`src/common/usb_port_pkg.sv`:
```
// Constants and types for the USB port role and fault block
//
// Contract
// - Enable low opens both switches; supply low does too except on the first stand-alone option with role high; role pin high on register parts: charger only.
// - Register part, select 00, role low: pass switch closed, charger switch open.
// - Register part, select 01: auto CDP, switch follows charging-detection state.
// - Register part, select 10: dedicated charging, 2.4 A bias, charger switch only.
// - Register part, select 11: dedicated charging, 1 A bias, charger switch only.
// - Stand-alone: enable low opens both; supply low with role low is invalid, both open.
// - First stand-alone option: role low auto CDP; role high 2.4 A charging always.
// - Second stand-alone option: role low pass-through, role high auto CDP.
// - Third stand-alone option: role low pass-through, role high 2.4 A charging.
// - Register parts default to auto CDP or pass-through after enable rises.
// - Enable rise loads strap settings into registers; host may overwrite later.
// - Register parts: first strap gives spread-spectrum, sync direction, address low bits.
// - Stand-alone: first strap gives switching frequency, sync direction, spread-spectrum.
// - Stand-alone: second strap gives gain low bits; third gives gain top, limit, hold.
// - The option without hold mode ignores strap hold requests.
// - Stand-alone parts read the serial data and clock pins as straps two and three.
// - Fault output stays asserted while any fault persists, releases when all clear.
// - Error flags clear on read and set again while their fault remains.
// - Two mask words choose which error flags drive the interrupt output.
// - Interrupt releases on read of the error word and reasserts if fault remains.
// - Fault output is open-drain active low, filtered by deglitch and blanking.
// - Shared open-drain output is attach indicator on stand-alone, interrupt otherwise.
// - Changing between communication and dedicated charging roles performs a port reset.
package usb_port_pkg;

    // ----------------------------------------------------------------
    // Variants and modes
    // ----------------------------------------------------------------
    typedef enum {
        VAR_REG_CDP_DEFAULT,
        VAR_REG_SDP_DEFAULT,
        VAR_SA_FIRST,
        VAR_SA_SECOND,
        VAR_SA_THIRD
    } variant_t;

    typedef enum {
        MODE_OFF,
        MODE_INVALID_OPEN,
        MODE_INVALID_CHG,
        MODE_SDP,
        MODE_CDP,
        MODE_DCP_24,
        MODE_DCP_1
    } mode_t;

    // ----------------------------------------------------------------
    // Charge-detect select encodings
    // ----------------------------------------------------------------
    localparam logic [1:0] CD_SDP = 2'h0;
    localparam logic [1:0] CD_CDP = 2'h1;
    localparam logic [1:0] CD_DCP_24 = 2'h2;
    localparam logic [1:0] CD_DCP_1 = 2'h3;

    // ----------------------------------------------------------------
    // Strap step field positions
    // ----------------------------------------------------------------
    localparam int STRAP_W = 4;
    localparam int S1_SS_OFF_BIT = 3;
    localparam int S1_SYNC_OUT_BIT = 2;
    localparam int S3_HOLD_BIT = 3;
    localparam int S3_GAIN_MSB_BIT = 2;

    // ----------------------------------------------------------------
    // Reset values
    // ----------------------------------------------------------------
    localparam logic RST_SS_EN = 1'b1;
    localparam logic RST_SYNC_DIR = 1'b0;
    localparam logic [1:0] RST_ADDR_LSB = 2'h0;
    localparam logic [1:0] RST_FREQ_SEL = 2'h0;
    localparam logic [4:0] RST_GAIN = 5'h00;
    localparam logic [1:0] RST_ILIM = 2'h0;
    localparam logic RST_HOLD = 1'b0;

    // ----------------------------------------------------------------
    // Timing
    // ----------------------------------------------------------------
    localparam int CLK_MHZ = 10;
    localparam int PORT_RESET_TIME_US = 100;
    localparam int PORT_RESET_CYCLES = PORT_RESET_TIME_US * CLK_MHZ;
    localparam int DEGLITCH_TIME_US = 16;
    localparam int DEGLITCH_CYCLES = DEGLITCH_TIME_US * CLK_MHZ;
    localparam int BLANK_TIME_US = 2000;
    localparam int BLANK_CYCLES = BLANK_TIME_US * CLK_MHZ;

endpackage

```
`src/rtl/bit_sync.sv`:
```
// Two-flop synchroniser for independent level inputs
`timescale 1ns/1ps
`default_nettype none
module bit_sync #(
    parameter int WIDTH = 1
) (
    input wire logic clk_sys,
    input wire logic reset_n,
    input wire logic [WIDTH-1:0] async_in,
    output logic [WIDTH-1:0] sync_q
);
    logic [WIDTH-1:0] meta_q;

    // First stage feeds only the second; bits are not coherent as a word
    always_ff @(posedge clk_sys or negedge reset_n)
    begin
        if (!reset_n)
        begin
            meta_q <= '0;
            sync_q <= '0;
        end
        else
        begin
            meta_q <= async_in;
            sync_q <= meta_q;
        end
    end
endmodule // bit_sync
`default_nettype wire

```
`src/rtl/fault_qualify.sv`:
```
// Deglitch and startup blanking filter for the fault indication
`timescale 1ns/1ps
`default_nettype none
module fault_qualify #(
    parameter int DEGLITCH = 160,
    parameter int BLANK = 20000
) (
    input wire logic clk_sys,
    input wire logic reset_n,
    input wire logic start,
    input wire logic fault_cond,
    output logic fault_q
);
    localparam int DW = $clog2(DEGLITCH + 1);
    localparam int BW = $clog2(BLANK + 1);
    localparam logic [DW-1:0] DEG_MAX = DW'(DEGLITCH);
    localparam logic [BW-1:0] BLK_MAX = BW'(BLANK);

    logic [DW-1:0] deg_d, deg_q;
    logic [BW-1:0] blk_d, blk_q;
    logic fault_d;

    // Blanking restarts at each startup; deglitch needs an unbroken run
    always_comb
    begin
        blk_d = blk_q;
        if (start)
            blk_d = BLK_MAX;
        else if (blk_q != '0)
            blk_d = blk_q - 1'b1;
        deg_d = '0;
        if (fault_cond)
            deg_d = (deg_q == DEG_MAX) ? deg_q : deg_q + 1'b1;
        // Held while the fault persists after blanking
        fault_d = fault_cond && (deg_q == DEG_MAX) && (blk_q == '0);
    end

    always_ff @(posedge clk_sys or negedge reset_n)
    begin
        if (!reset_n)
        begin
            deg_q <= '0;
            blk_q <= '0;
            fault_q <= 1'b0;
        end
        else
        begin
            deg_q <= deg_d;
            blk_q <= blk_d;
            fault_q <= fault_d;
        end
    end
endmodule // fault_qualify
`default_nettype wire

```
`src/rtl/usb_port_mode_and_fault_ctrl.sv`:
```
// Data switch role decode, strap loading and fault/alert reporting
`timescale 1ns/1ps
`default_nettype none
module usb_port_mode_and_fault_ctrl #(
    parameter usb_port_pkg::variant_t VARIANT = usb_port_pkg::VAR_REG_CDP_DEFAULT,
    parameter int ERR_W = 8,
    parameter int DEGLITCH_CYCLES = usb_port_pkg::DEGLITCH_CYCLES,
    parameter int BLANK_CYCLES = usb_port_pkg::BLANK_CYCLES,
    parameter int PORT_RESET_CYCLES = usb_port_pkg::PORT_RESET_CYCLES
) (
    input wire logic clk_sys,
    input wire logic reset_n,
    input wire logic accessory_power_enable,
    input wire logic logic_supply_ok,
    input wire logic port_role_pin,
    input wire logic cdp_charging_state,
    input wire logic device_attached,
    input wire logic fault_condition,
    input wire logic [ERR_W-1:0] err_cond_first,
    input wire logic [ERR_W-1:0] err_cond_second,
    input wire logic [3:0] strap_one,
    input wire logic [3:0] strap_two,
    input wire logic [3:0] strap_three,
    input wire logic host_cfg_wr,
    input wire logic [1:0] host_cd,
    input wire logic host_ss_en,
    input wire logic host_sync_dir,
    input wire logic err_first_rd,
    input wire logic err_second_rd,
    input wire logic [ERR_W-1:0] alert_mask_first,
    input wire logic [ERR_W-1:0] alert_mask_second,
    output logic pass_switch_q,
    output logic charger_switch_q,
    output logic bias_1a_q,
    output logic port_reset_q,
    output logic [1:0] charge_detect_select_q,
    output logic ss_en_q,
    output logic sync_dir_q,
    output logic [1:0] addr_lsb_q,
    output logic [1:0] freq_sel_q,
    output logic [4:0] gain_q,
    output logic [1:0] ilim_sel_q,
    output logic hold_en_q,
    output logic [ERR_W-1:0] err_first_q,
    output logic [ERR_W-1:0] err_second_q,
    output logic fault_pin_o_q,
    output logic fault_pin_oe_n_q,
    output logic alert_pin_o_q,
    output logic alert_pin_oe_n_q
);
    localparam int SW = 18 + 2 * ERR_W;
    localparam int RW = $clog2(PORT_RESET_CYCLES + 1);
    localparam logic [RW-1:0] RST_MAX = RW'(PORT_RESET_CYCLES);
    localparam bit IS_REG = (VARIANT == usb_port_pkg::VAR_REG_CDP_DEFAULT) ||
        (VARIANT == usb_port_pkg::VAR_REG_SDP_DEFAULT);

    // ----------------------------------------------------------------
    // Decode helpers
    // ----------------------------------------------------------------

    // Role from pins and select bits
    function automatic usb_port_pkg::mode_t decode_mode(input logic en, input logic sup,
        input logic role, input logic [1:0] cd);
        if (!en)
            decode_mode = usb_port_pkg::MODE_OFF;
        else if (IS_REG)
        begin
            if (!sup)
                decode_mode = usb_port_pkg::MODE_OFF;
            else if (role)
                decode_mode = usb_port_pkg::MODE_INVALID_CHG;
            else
                unique case (cd)
                    usb_port_pkg::CD_SDP: decode_mode = usb_port_pkg::MODE_SDP;
                    usb_port_pkg::CD_CDP: decode_mode = usb_port_pkg::MODE_CDP;
                    usb_port_pkg::CD_DCP_24: decode_mode = usb_port_pkg::MODE_DCP_24;
                    usb_port_pkg::CD_DCP_1: decode_mode = usb_port_pkg::MODE_DCP_1;
                endcase
        end
        else if (!sup && !role)
            decode_mode = usb_port_pkg::MODE_INVALID_OPEN;
        else if (VARIANT == usb_port_pkg::VAR_SA_FIRST)
            decode_mode = role ? usb_port_pkg::MODE_DCP_24 : usb_port_pkg::MODE_CDP;
        else if (!sup)
            decode_mode = usb_port_pkg::MODE_OFF; // Unlisted case kept safe
        else if (VARIANT == usb_port_pkg::VAR_SA_SECOND)
            decode_mode = role ? usb_port_pkg::MODE_CDP : usb_port_pkg::MODE_SDP;
        else
            decode_mode = role ? usb_port_pkg::MODE_DCP_24 : usb_port_pkg::MODE_SDP;
    endfunction

    // Dedicated charging roles, to spot a role-class change
    function automatic logic is_dcp(input usb_port_pkg::mode_t m);
        is_dcp = (m == usb_port_pkg::MODE_DCP_24) || (m == usb_port_pkg::MODE_DCP_1);
    endfunction

    function automatic logic is_active(input usb_port_pkg::mode_t m);
        is_active = (m == usb_port_pkg::MODE_SDP) || (m == usb_port_pkg::MODE_CDP) || is_dcp(m);
    endfunction

    // ----------------------------------------------------------------
    // Pin synchronisers
    // ----------------------------------------------------------------
    logic [SW-1:0] sync_s;
    logic en_s, sup_s, role_s, chg_state_s, attach_s, fault_s;
    logic [3:0] s1_s, s2_s, s3_s;
    logic [ERR_W-1:0] ec1_s, ec2_s;

    // Stand-alone straps two and three use the serial bus pins
    bit_sync #(.WIDTH(SW)) u_sync (
        .clk_sys(clk_sys),
        .reset_n(reset_n),
        .async_in({accessory_power_enable, logic_supply_ok, port_role_pin, cdp_charging_state,
            device_attached, fault_condition, strap_one, strap_two, strap_three,
            err_cond_first, err_cond_second}),
        .sync_q(sync_s)
    );

    assign {en_s, sup_s, role_s, chg_state_s, attach_s, fault_s, s1_s, s2_s, s3_s,
        ec1_s, ec2_s} = sync_s;

    // ----------------------------------------------------------------
    // Startup and configuration registers
    // ----------------------------------------------------------------
    logic en_prev_q, en_rise;
    logic [1:0] cd_d;
    logic ss_en_d, sync_dir_d, hold_en_d;
    logic [1:0] addr_lsb_d, freq_sel_d, ilim_sel_d;
    logic [4:0] gain_d;

    assign en_rise = en_s && !en_prev_q;

    // Straps load only on the shutdown-to-active edge, host writes win afterwards
    always_comb
    begin
        cd_d = charge_detect_select_q;
        ss_en_d = ss_en_q;
        sync_dir_d = sync_dir_q;
        addr_lsb_d = addr_lsb_q;
        freq_sel_d = freq_sel_q;
        gain_d = gain_q;
        ilim_sel_d = ilim_sel_q;
        hold_en_d = hold_en_q;
        if (en_rise)
        begin
            cd_d = (VARIANT == usb_port_pkg::VAR_REG_SDP_DEFAULT) ?
                usb_port_pkg::CD_SDP : usb_port_pkg::CD_CDP;
            ss_en_d = !s1_s[usb_port_pkg::S1_SS_OFF_BIT];
            sync_dir_d = s1_s[usb_port_pkg::S1_SYNC_OUT_BIT];
            if (IS_REG)
                addr_lsb_d = s1_s[1:0];
            else
            begin
                freq_sel_d = s1_s[1:0];
                gain_d = {s3_s[usb_port_pkg::S3_GAIN_MSB_BIT], s2_s};
                ilim_sel_d = s3_s[1:0];
                // The option without hold mode drops them
                hold_en_d = s3_s[usb_port_pkg::S3_HOLD_BIT] &&
                    (VARIANT != usb_port_pkg::VAR_SA_SECOND);
            end
        end
        else if (host_cfg_wr && IS_REG)
        begin
            cd_d = host_cd;
            ss_en_d = host_ss_en;
            sync_dir_d = host_sync_dir;
        end
    end

    always_ff @(posedge clk_sys or negedge reset_n)
    begin
        if (!reset_n)
        begin
            en_prev_q <= 1'b0;
            charge_detect_select_q <= usb_port_pkg::CD_SDP;
            ss_en_q <= usb_port_pkg::RST_SS_EN;
            sync_dir_q <= usb_port_pkg::RST_SYNC_DIR;
            addr_lsb_q <= usb_port_pkg::RST_ADDR_LSB;
            freq_sel_q <= usb_port_pkg::RST_FREQ_SEL;
            gain_q <= usb_port_pkg::RST_GAIN;
            ilim_sel_q <= usb_port_pkg::RST_ILIM;
            hold_en_q <= usb_port_pkg::RST_HOLD;
        end
        else
        begin
            en_prev_q <= en_s;
            charge_detect_select_q <= cd_d;
            ss_en_q <= ss_en_d;
            sync_dir_q <= sync_dir_d;
            addr_lsb_q <= addr_lsb_d;
            freq_sel_q <= freq_sel_d;
            gain_q <= gain_d;
            ilim_sel_q <= ilim_sel_d;
            hold_en_q <= hold_en_d;
        end
    end

    // ----------------------------------------------------------------
    // Data switch control and port reset
    // ----------------------------------------------------------------
    usb_port_pkg::mode_t mode;
    logic dcp_class_d, dcp_class_q;
    logic [RW-1:0] prst_d, prst_q;
    logic pass_d, chg_d, bias_1a_d, port_reset_d;

    assign mode = decode_mode(en_s, sup_s, role_s, charge_detect_select_q);

    // A role-class flip holds both switches open so the attached side re-detects
    always_comb
    begin
        dcp_class_d = dcp_class_q;
        prst_d = (prst_q != '0) ? prst_q - 1'b1 : prst_q;
        if (is_active(mode))
        begin
            dcp_class_d = is_dcp(mode);
            if (is_dcp(mode) != dcp_class_q)
                prst_d = RST_MAX;
        end
        {pass_d, chg_d} = 2'h0;
        unique case (mode)
            usb_port_pkg::MODE_SDP: pass_d = 1'b1;
            usb_port_pkg::MODE_CDP:
            begin
                pass_d = !chg_state_s;
                chg_d = chg_state_s;
            end
            usb_port_pkg::MODE_DCP_24, usb_port_pkg::MODE_DCP_1,
            usb_port_pkg::MODE_INVALID_CHG: chg_d = 1'b1;
            usb_port_pkg::MODE_OFF, usb_port_pkg::MODE_INVALID_OPEN: pass_d = 1'b0;
        endcase
        port_reset_d = (prst_d != '0);
        pass_d = pass_d && !port_reset_d;
        chg_d = chg_d && !port_reset_d;
        bias_1a_d = (mode == usb_port_pkg::MODE_DCP_1);
    end

    always_ff @(posedge clk_sys or negedge reset_n)
    begin
        if (!reset_n)
        begin
            dcp_class_q <= 1'b0;
            prst_q <= '0;
            pass_switch_q <= 1'b0;
            charger_switch_q <= 1'b0;
            bias_1a_q <= 1'b0;
            port_reset_q <= 1'b0;
        end
        else
        begin
            dcp_class_q <= dcp_class_d;
            prst_q <= prst_d;
            pass_switch_q <= pass_d;
            charger_switch_q <= chg_d;
            bias_1a_q <= bias_1a_d;
            port_reset_q <= port_reset_d;
        end
    end

    // ----------------------------------------------------------------
    // Error flags, fault and shared alert pin
    // ----------------------------------------------------------------
    logic fault_qual;
    logic [ERR_W-1:0] ec1_prev_q, ec2_prev_q;
    logic [ERR_W-1:0] err_first_d, err_second_d;
    logic alert_oe_n_d;

    fault_qualify #(.DEGLITCH(DEGLITCH_CYCLES), .BLANK(BLANK_CYCLES)) u_fault (
        .clk_sys(clk_sys),
        .reset_n(reset_n),
        .start(en_rise),
        .fault_cond(fault_s),
        .fault_q(fault_qual)
    );

    // A read clears for one cycle so the alert visibly drops; a fresh edge in
    // the read cycle still lands, a standing fault sets again next cycle
    always_comb
    begin
        err_first_d = err_first_rd ? (ec1_s & ~ec1_prev_q) : (err_first_q | ec1_s);
        err_second_d = err_second_rd ? (ec2_s & ~ec2_prev_q) : (err_second_q | ec2_s);
        if (IS_REG)
            alert_oe_n_d = !(|(err_first_d & alert_mask_first) ||
                |(err_second_d & alert_mask_second));
        else
            alert_oe_n_d = !attach_s;
    end

    always_ff @(posedge clk_sys or negedge reset_n)
    begin
        if (!reset_n)
        begin
            ec1_prev_q <= '0;
            ec2_prev_q <= '0;
            err_first_q <= '0;
            err_second_q <= '0;
            fault_pin_o_q <= 1'b0;
            fault_pin_oe_n_q <= 1'b1;
            alert_pin_o_q <= 1'b0;
            alert_pin_oe_n_q <= 1'b1;
        end
        else
        begin
            ec1_prev_q <= ec1_s;
            ec2_prev_q <= ec2_s;
            err_first_q <= err_first_d;
            err_second_q <= err_second_d;
            fault_pin_o_q <= 1'b0; // Open drain only ever pulls low
            fault_pin_oe_n_q <= !fault_qual;
            alert_pin_o_q <= 1'b0;
            alert_pin_oe_n_q <= alert_oe_n_d;
        end
    end
endmodule // usb_port_mode_and_fault_ctrl
`default_nettype wire

```
`config.mk`:
```
export PLATFORM = sky130hd
export DESIGN_NAME = usb_port_mode_and_fault_ctrl
export DESIGN_NICKNAME = d
export VERILOG_FILES = /design/src/common/usb_port_pkg.sv /design/src/rtl/bit_sync.sv /design/src/rtl/fault_qualify.sv /design/src/rtl/usb_port_mode_and_fault_ctrl.sv
export SDC_FILE = /design/constraint.sdc
export NUM_CORES = 1
export LEC_CHECK = 0
export ABC_AREA = 1
export CAP_MARGIN = 20
export CORE_AREA = 2 2 100 121
export DETAILED_ROUTE_END_ITERATION = 7
export DIE_AREA = 0 0 102 123
export DONT_BUFFER_PORTS = 1
export SKIP_LAST_GASP = 1
export SLEW_MARGIN = 20
export SYNTH_ARGS = -nofsm -noshare
export SYNTH_HDL_FRONTEND = slang
export SYNTH_SLANG_ARGS = --single-unit
```
`constraint.sdc`:
```
create_clock -name clk_sys -period 2.2 [get_ports clk_sys]
set_input_delay 0.33 -clock clk_sys [delete_from_list [all_inputs] [get_ports clk_sys]]
set_output_delay 0.33 -clock clk_sys [all_outputs]
set_load 0.01 [all_outputs]
```
=== Word-level counts from Yosys, hierarchy flattened ===
Index checks and enable logic that the tools add are counted.

* Word-level logic and storage cells: 94
* Output and inout port bits: 40
* Flip-flop bits (word level): 148

* Eq/ne operators: 15
* Add/subtract/negate cells: 3
* Reduce and logical (&&, ||, !) cells: 25
* Muxes and demuxes: 21
* Bitwise operators: 8

{| class="wikitable"
|+ Operators with widths
! operator !! count
|-
| == test 32 x 3 -> 1 bit, second input constant || 4
|-
| one-hot mux 32 bit (4 select lines) || 1
|-
| == test 32 x 4 -> 1 bit, second input constant || 3
|-
| two-way mux 32 bit || 3
|-
| == test 32 x 2 -> 1 bit, second input constant || 2
|-
| AND 8 bit || 4
|-
| two-way mux 8 bit || 4
|-
| two-way mux 10 bit || 3
|-
| two-way mux 15 bit || 2
|-
| nonzero test 10 bit || 2
|-
| NOT 8 bit || 2
|-
| bitwise OR 8 bit || 2
|-
| OR reduction 8 bit || 2
|-
| zero test 15 bit || 1
|-
| nonzero test 15 bit || 1
|-
| subtractor 15 x 1 -> 15 bit, second input constant || 1
|-
| subtractor 10 x 1 -> 10 bit, second input constant || 1
|-
| adder 8 x 1 -> 8 bit, second input constant || 1
|-
| == test 8 bit, second input constant || 1
|-
| zero test 1 bit || 6
|-
| logical AND 1 bit || 5
|-
| == test 2 bit, second input constant || 2
|-
| logical OR 1 bit || 4
|-
| two-way mux 1 bit || 4
|-
| 8 further kinds || 11
|}

=== Longest topological paths before layout ===
Gate-level depths: netlist (run 1).

* Word-level depth: 13
* Mapped depth: 11

=== Modules after synthesis ===
Synthesis (run 1) repeated with hierarchy kept, for this count alone.

* Cells, all modules: 543
* Area, all modules: 5,726.7 um2

{| class="wikitable"
|+ Modules (own cells, without submodules)
! module !! cells each !! area each (um2) !! sequential area each (um2) !! times used
|-
| usb_port_mode_and_fault_ctrl || 293 || 2,622.5 || 1,405.1 || 1
|-
| bit_sync || 68 || 1,701.6 || 1,701.6 || 1
|-
| fault_qualify || 182 || 1,402.6 || 600.6 || 1
|}

=== Least setup slack after synthesis (run 1) ===
OpenSTA, ideal clock, no wires.

* Path kind: flip-flop to flip-flop
* Start: reg charge_detect_select_q[0]
* End: reg charger_switch_q
* Period minus slack after synthesis: 1.571 ns
* Setup time: 0.121 ns
* Arrival time: 1.451 ns
* Data required time: 2.079 ns
* Stages on the path, launching flop included: 11
* Path slack: 0.629 ns
* Cell sequence: dfrtp_1 -> inv_1 -> ha_1 -> nor2_1 -> nand2_2 -> a21oi_1 -> nand3_1 -> nand3_1 -> nor2_2 -> nand3_2 -> nor2_1

* Word-level cells in the longest chain between the ends: 13
* Elaborated cells between the ends (all ways): 27

{| class="wikitable"
|+ Ends and longest elaborated chain
! element !! line !! text
|-
| start, declared || usb_port_mode_and_fault_ctrl.sv:36 || <nowiki>output logic [1:0] charge_detect_select_q,</nowiki>
|-
| start signal, assigned || usb_port_mode_and_fault_ctrl.sv:175 || <nowiki>charge_detect_select_q <= usb_port_pkg::CD_SDP;</nowiki>
|-
| == test 2 bit (tied with other cells) || usb_port_mode_and_fault_ctrl.sv:73 || <nowiki>unique case (cd)</nowiki>
|-
| one-hot mux 32 bit (4 select lines) * || usb_port_mode_and_fault_ctrl.sv:73 ||
|-
| two-way mux 32 bit * || usb_port_mode_and_fault_ctrl.sv:70 || <nowiki>else if (role)</nowiki>
|-
| two-way mux 32 bit * || usb_port_mode_and_fault_ctrl.sv:68 || <nowiki>if (!sup)</nowiki>
|-
| two-way mux 32 bit * || usb_port_mode_and_fault_ctrl.sv:64 || <nowiki>if (!en)</nowiki>
|-
| == test 32 x 4 -> 1 bit || usb_port_mode_and_fault_ctrl.sv:94 || <nowiki>is_dcp = (m == usb_port_pkg::MODE_DCP_24) || (m == usb_port_pkg::MODE_DCP_1);</nowiki>
|-
| logical OR 1 bit || usb_port_mode_and_fault_ctrl.sv:94 ||
|-
| != test 1 bit || usb_port_mode_and_fault_ctrl.sv:216 || <nowiki>if (is_dcp(mode) != dcp_class_q)</nowiki>
|-
| two-way mux 10 bit || usb_port_mode_and_fault_ctrl.sv:216 ||
|-
| two-way mux 10 bit * || usb_port_mode_and_fault_ctrl.sv:213 || <nowiki>if (is_active(mode))</nowiki>
|-
| named net prst_d[7] || usb_port_mode_and_fault_ctrl.sv:203 || <nowiki>logic [RW-1:0] prst_d, prst_q;</nowiki>
|-
| nonzero test 10 bit * || usb_port_mode_and_fault_ctrl.sv:231 || <nowiki>port_reset_d = (prst_d != '0);</nowiki>
|-
| named net port_reset_d || usb_port_mode_and_fault_ctrl.sv:204 || <nowiki>logic pass_d, chg_d, bias_1a_d, port_reset_d;</nowiki>
|-
| zero test 1 bit * || usb_port_mode_and_fault_ctrl.sv:233 || <nowiki>chg_d = chg_d && !port_reset_d;</nowiki>
|-
| logical AND 1 bit * || usb_port_mode_and_fault_ctrl.sv:233 ||
|-
| named net chg_d || usb_port_mode_and_fault_ctrl.sv:204 ||
|-
| end signal, assigned || usb_port_mode_and_fault_ctrl.sv:253 || <nowiki>charger_switch_q <= chg_d;</nowiki>
|-
| end, declared || usb_port_mode_and_fault_ctrl.sv:33 || <nowiki>output logic charger_switch_q,</nowiki>
|}

Mark *: on every way through the listed nets, which the timed path passes. The rest lies on a longest branch. The select of a mux whose other input is x is not followed.
A chain may end at the register's enable or synchronous reset.

=== Worst setup path in the final report (run 1) ===
* Start: reg prst_q[0]
* End: reg charger_switch_q

* Word-level cells in the longest chain between the ends: 7
* Elaborated cells between the ends (all ways): 8

{| class="wikitable"
|+ Ends and longest elaborated chain
! element !! line !! text
|-
| start, declared || usb_port_mode_and_fault_ctrl.sv:203 ||
|-
| start signal, assigned || usb_port_mode_and_fault_ctrl.sv:251 || <nowiki>prst_q <= prst_d;</nowiki>
|-
| subtractor 10 x 1 -> 10 bit / nonzero test 10 bit (equally long branches) || usb_port_mode_and_fault_ctrl.sv:212 || <nowiki>prst_d = (prst_q != '0) ? prst_q - 1'b1 : prst_q;</nowiki>
|-
| two-way mux 10 bit * || usb_port_mode_and_fault_ctrl.sv:212 ||
|-
| two-way mux 10 bit || usb_port_mode_and_fault_ctrl.sv:216 ||
|-
| two-way mux 10 bit * || usb_port_mode_and_fault_ctrl.sv:213 ||
|-
| nonzero test 10 bit * || usb_port_mode_and_fault_ctrl.sv:231 ||
|-
| named net port_reset_d || usb_port_mode_and_fault_ctrl.sv:204 ||
|-
| zero test 1 bit * || usb_port_mode_and_fault_ctrl.sv:233 ||
|-
| logical AND 1 bit * || usb_port_mode_and_fault_ctrl.sv:233 ||
|-
| named net chg_d || usb_port_mode_and_fault_ctrl.sv:204 ||
|}

Mark *: on every way through the listed nets, which the timed path passes. The rest lies on a longest branch.

==> results of run 1 <==
path summary, 6_finish.rpt:
| path | from | to | slack, ps | cells past startpoint |
|---|---|---|---|---|
| setup / recovery | prst_q[0] | charger_switch_q | 450 | 10 |
| hold / removal | reset_n | u_sync.meta_q[26] | -380 | 0 |
| setup reg to reg | prst_q[0] | charger_switch_q | 450 | 10 |
| hold reg to reg | u_sync.meta_q[0] | u_sync.sync_q[0] | 340 | 0 |
| max in group asynchronous | reset_n | alert_pin_oe_n_q | 2320 | 0 |
| min in group clk_sys | err_second_rd | err_second_q[3] | 40 | 1 |
where the power goes:
group          switching, uW  internal [uW]  total, uW  leakage, uW
Clock                    992           1760       2760     0.000279
Sequential               198           2650       2850      0.00152
Combinational            598            341        939      0.00111
timing repair:
item / CTS / global route
hold buffers: 25 / 1
resized for setup: 0 / 0
hold endpoints to repair: 155 / 131
cells in the mapped netlist, drive strengths merged, types with 3 or more instances:
master | n | area share (%)
dfrtp | 127 | 62
nor3 | 7 | 0.68
dfstp | 3 | 1.5
nand2 | 94 | 7.2
inv | 75 | 5.5
nand3 | 33 | 3.9
o21ai | 19 | 1.9
nand3b | 3 | 0.44
buf | 16 | 2.1
a21oi | 11 | 1.1
or2 | 5 | 0.71
ha | 7 | 1.7
nand4 | 7 | 0.85
o22ai | 17 | 2.1
xor2 | 5 | 0.85
nor2 | 67 | 6.0
worst max-delay path, cell delays in order (launching register included):
cell	delay, ps
dfrtp_1	420
inv_1	140
ha_1	240
inv_1	80
nor2_2	160
nand3_1	110
nand3_2	90
nand3_1	100
nor2_1	140
nand3_2	110
nor2_1	90
final cells by class:
cell class	count	area share, %
flip-flops and latches	130	53.4
multi-input cells	296	24.9
clock buffers	20	7.16
inverters	75	4.62
repair buffers	27	4.39
well taps	157	3.22
clock inverters	11	2.28
through the flow:
| stage | total power [uW] | setup slack, ps |
|---|---|---|
| 6_report | 6540 | 452 |
| 5_1_grt | 6910 | 239 |
| 4_1_cts | 6600 | 442 |
| 3_5_place_dp | 3780 | 459 |
| 3_3_place_gp | 3750 | 460 |
| 2_1_floorplan | 3600 | 629 |
state kept, by name (all words and copies together) (netlist names), 10 cells and up:
| signal | flops |
|---|---|
| prst_q | 10 |
| u_fault.blk_q | 15 |
| u_sync.meta_q | 25 |
| u_sync.sync_q | 25 |
routing by layer:
| metal | vias up | track usage, % | wire [um] |
|---|---|---|---|
| met5 | - | 0 | 0 |
| met4 | 0 | 6.33 | 176 |
| met3 | 18 | 5.99 | 475 |
| met2 | 70 | 26.6 | 4680 |
| met1 | 1633 | 19.8 | 4060 |
| li1 | 1663 | - | - |
placed cells by master, fill, tap and decap left out, types with 4 or more instances in the layout:
master	instances
nor2_2	11
ha_1	7
nor2_4	4
nand3_1	27
nand4_1	7
xor2_1	5
inv_1	67
nand2_1	89
nor3_1	7
dlygate4sd3_1	26
inv_2	8
o22ai_1	17
a21oi_1	11
nor2_1	52
conb_1	12
dfrtp_1	127
o21ai_0	16
nand2_2	4
clkinv_2	5
clkbuf_16	17
nand3_2	5
cell families (layout without fill, tap and decap cells):
kind of cell / count (synthesis) / count (layout)
DFF: 130 / 130
xor gates and xnor gates: 5 / 5
adders and majority gates: 7 / 7
and+or+nand+nor: 221 / 221
buffers and inverters: 92 / 133
AOI/OAI and AO/OA: 51 / 51
other: 1 / 12
==> results.toml, run 1 <==
[logic_synthesis]
ys_seq_area_share_pct = 63.5
synth_top_family_by_area = "simple AND/OR/NAND/NOR gates"
synth_edf_count = 0
ys.flop_type = "dfrtp_1"
synthDistinctLibCells = 37
synth-simple-area-share_pct = 20.6
synth_compound_area_share_pct = 5.66
syn_avg_cell_area_um2 = 10.1
muxShareOfSynthArea_pct = 0
synthAdderAreaFrac_pct = 1.71
syn_inst = 507
ys_warn_count = 0
async_flop_share_pct = 100
synthXorXnorAreaFrac_pct = 0.853
synth-seq-cells = 130
synth_area_mm2 = 0.00513

[worst_setup_path]
start_kind = "register"
critical_path_required_ps = 2530
critPathMaxFanout = 4
critPathCaptureType = "register"
worstPathArrival_ps = 2080
crit_type = "reg -> reg"

[final_layout]
fill_cells = 1030
nNetsFinal = 613
drive_gt1_share_pct = 12.7
antenna_cells = 0
areaGrowthSynthToFinish_pct = 18.8
multi_input_area_mm2 = 0.00152
finish.utilization_pct = 53.5
seqCellArea_mm2 = 0.00326
fin_area_mm2 = 0.00610
fin_cells = 716

[global_routing]
grt_pass1_wl_mm = 15.8
grt_max_degree = 131
grt_pass1_vias = 3500
grt.overflow.total = 0
grt_usage_pct = 16.3
antenna_found_initial = 0

[route]
wl_per_cell_um = 13.1
drt_iter0_drc = 174
first_pass_iters = 4
finalWirelength_mm = 9.38
num_vias = 3384
antenna_left = 0
route.detailed.drc = 0
vias_per_cell = 4.73

[clock_network]
cts_tree = "done"
clock_path_buffers = 2
cts_buffers = 17
path_clk_slew_ps = 60
post_cts_buffers = 0
root_buffer = "clkbuf_16"
clkSinkCount = 130
cts.htree.levels = 4
clkLatencyLatePin_ps = 400

[power_and_ir_drop]
ir_drop_mv = 0.659
power_density_mw_per_mm2 = 1070
leakage_uw = 0.00291

[placed_design]
portBuffers = 0
place.gp.congestion = 0.869
placed_cells = 659
placed_area_mm2 = 0.00526
detailed_place_hpwl_mm = 6.42

[timing]
drv_slew = 0
fmax_mhz = 572
fin_crit_ps = 1750
finalCritPeriodShare_pct = 79.4
fin_hold_ws_ps = -379
clock_skew_ps = 6.60
grt_setup_unrepaired = "no"
finalSetupTns_ps = 0
setup_violations = 0
hold_viol = 130

[job]
maxCapViolations = 0

[worst_hold_path]
hp-class = "in -> async"

[floorplan]
dieWidth_um = 102
die_area_mm2 = 0.0125
die_h_um = 123
ios = 99
rows = 43
core_area_mm2 = 0.0114
start_util_pct = 45.0

[outcome]
violations = "negative hold slack"
status = "finished with violations"
Power figures use the tool's default switching activity.
==> run 2, diff against run 1 <==
Clock period 2.2 ns to 1.67 ns, I/O delays scaled along.
==> run 2 against run 1 <==
Net effect:
- the flow still finishes with violations (negative hold slack)
- non-clock buffer count increased by 26
- routed wire length increased by 4.8%
- worst hold slack got worse by 82 ps
- combinational power increased by 63%
- first-iteration DRC count decreased by 21%
- global-route usage increased by 0.26 points
- sequential power increased by 32%
- sequential share of layout area decreased by 3.4 points
- via count increased by 4.1%
- cell count increased by 3.8%
- critical path type unchanged
- critical endpoint unchanged
- largest power group is now the clock network
==> results.toml, run 2 (same netlist as run 1, synthesis figures left out) <==
[worst_hold_path]
hp-class = "in -> async"

[clock_network]
clock_path_buffers = 2
root_buffer = "clkbuf_16"
cts.htree.levels = 4
clkSinkCount = 130
cts_buffers = 17
path_clk_slew_ps = 50
cts_hold_buf = 33
cts_tree = "done"
clkLatencyLatePin_ps = 400

[final_layout]
fill_cells = 976
drive_gt1_share_pct = 20.3
final_cell_mix = "dfrtp_1 (127), nand2_1 (84), inv_1 (60)"
fin_cells = 743
nNetsFinal = 639
antenna_cells = 0
areaGrowthSynthToFinish_pct = 27.0
layout_commonest_cell = "dfrtp_1"
largest_registers = "u_sync.meta_q: 25 flops, u_sync.sync_q: 25 flops, u_fault.blk_q: 15 flops"

[route]
antenna_left = 0
num_vias = 3524
vias_per_cell = 4.74
drt_iter0_drc = 137
wl_per_cell_um = 13.2
first_pass_iters = 5
route.detailed.drc = 0
finalWirelength_mm = 9.84

[power_and_ir_drop]
power_density_mw_per_mm2 = 1410
totalPowerFinal_uw = 9180
leakage_uw = 0.00305
ir_drop_mv = 1.08

[worst_setup_path]
worstPathArrival_ps = 1980
max_stage_delay_ps = 410
critical_path_required_ps = 2000
crit_type = "reg -> reg"
crit_top_cell = "nand3_2"
critPathMaxFanout = 4
reg2reg_depth = 10
cp_slowest_cell = "dfrtp_1"
crit_buf_inv = 2
crit_cells = 10
start_kind = "register"
critPathCaptureType = "register"
crit_chain = "buf_6 > ha_4 > nor2_4 > buf_4 > a21oi_2 > nand3_2 > nand3_2 > nor2_2 > nand3_2 > nor2_1"
crit_family = "simple AND/OR/NAND/NOR gates"

[placed_design]
placed_cells = 666
portBuffers = 0
place.gp.congestion = 0.854
detailed_place_hpwl_mm = 6.63

[timing]
fmax_mhz = 607
hold_viol = 130
finalSetupTns_ps = 0
setup_violations = 0
grt_setup_unrepaired = "yes"
clock_skew_ps = 5.47
finalCritPeriodShare_pct = 98.6
fin_crit_ps = 1650
drv_slew = 0
fin_hold_ws_ps = -460

[floorplan]
die_area_mm2 = 0.0125
dieWidth_um = 102
rows = 43
start_util_pct = 45.0
die_h_um = 123
core_area_mm2 = 0.0114
ios = 99

[global_routing]
grt_pass1_wl_mm = 15.9
grt.overflow.total = 0
antenna_found_initial = 0
grt_pass1_vias = 3486
grt_usage_pct = 16.6
grt_max_degree = 131

[job]
maxCapViolations = 0

[outcome]
violations = "negative hold slack"
status = "finished with violations"
==> run 2: worst reg2reg max path, delay by kind of cell (launching register included) <==
kind | cells | cell delay [ps]
buffers and inverters | 2 | 280
AND/OR/NAND/NOR | 6 | 680
AO/OA/AOI/OAI | 1 | 60
flip-flops | 1 | 410
adder cells (fa/ha/maj) | 1 | 150
==> run 2: metal layers <==
layer	routed length [um]	global-route usage (%)
met5	0	0
met4	160	7.00
met3	495	5.54
met2	5170	27.9
met1	4020	19.5
==> run 2: final cells by class <==
type | count | area (um^2) | share of cell area, %
Tap cell | 157 | 196 | 3.01
Clock inverter | 9 | 154 | 2.36
Inverter | 75 | 282 | 4.32
Clock buffer | 23 | 478 | 7.33
Multi-Input combinational cell | 296 | 1670 | 25.6
Timing Repair Buffer | 53 | 484 | 7.43
Sequential cell | 130 | 3260 | 50.0
==> run 2: metrics by stage <==
stage | util, % | setup slack (ps) | instance area [um^2]
6_report | 57.2 | 23.1 | 6520
5_1_grt | 57.2 | -66.4 | 6520
4_1_cts | 55.2 | 0.844 | 6290
3_5_place_dp | 46.6 | -66.0 | 5320
3_3_place_gp | 46.6 | 29.1 | 5320
2_1_floorplan | - | 98.5 | 5170
==> run 2: final timing paths <==
kind	startpoint	slack [ps]	end
setup / recovery	charge_detect_select_q[1]	20	charger_switch_q
hold / removal	reset_n	-460	u_sync.meta_q[27]
hold reg to reg	u_sync.meta_q[30]	350	u_sync.sync_q[30]
max in group asynchronous	reset_n	1890	alert_pin_oe_n_q
min in group clk_sys	host_cfg_wr	20	sync_dir_q
setup reg to reg	charge_detect_select_q[1]	20	charger_switch_q
==> run 2: timing repair <==
item | 4_1_cts | 5_1_grt
pin swaps | 1 | 14
endpoints found under the hold margin | 174 | 130
resized for setup | 5 | 36
setup buffers | 0 | 12
setup endpoints to repair | 9 | 19
==> run 2: where the power goes <==
group | internal (uW) | leakage (uW) | total [uW] | switching, uW
logic | 610 | 0.00122 | 1530 | 919
registers | 3490 | 0.00152 | 3760 | 272
clock network | 2610 | 0.000303 | 3880 | 1270
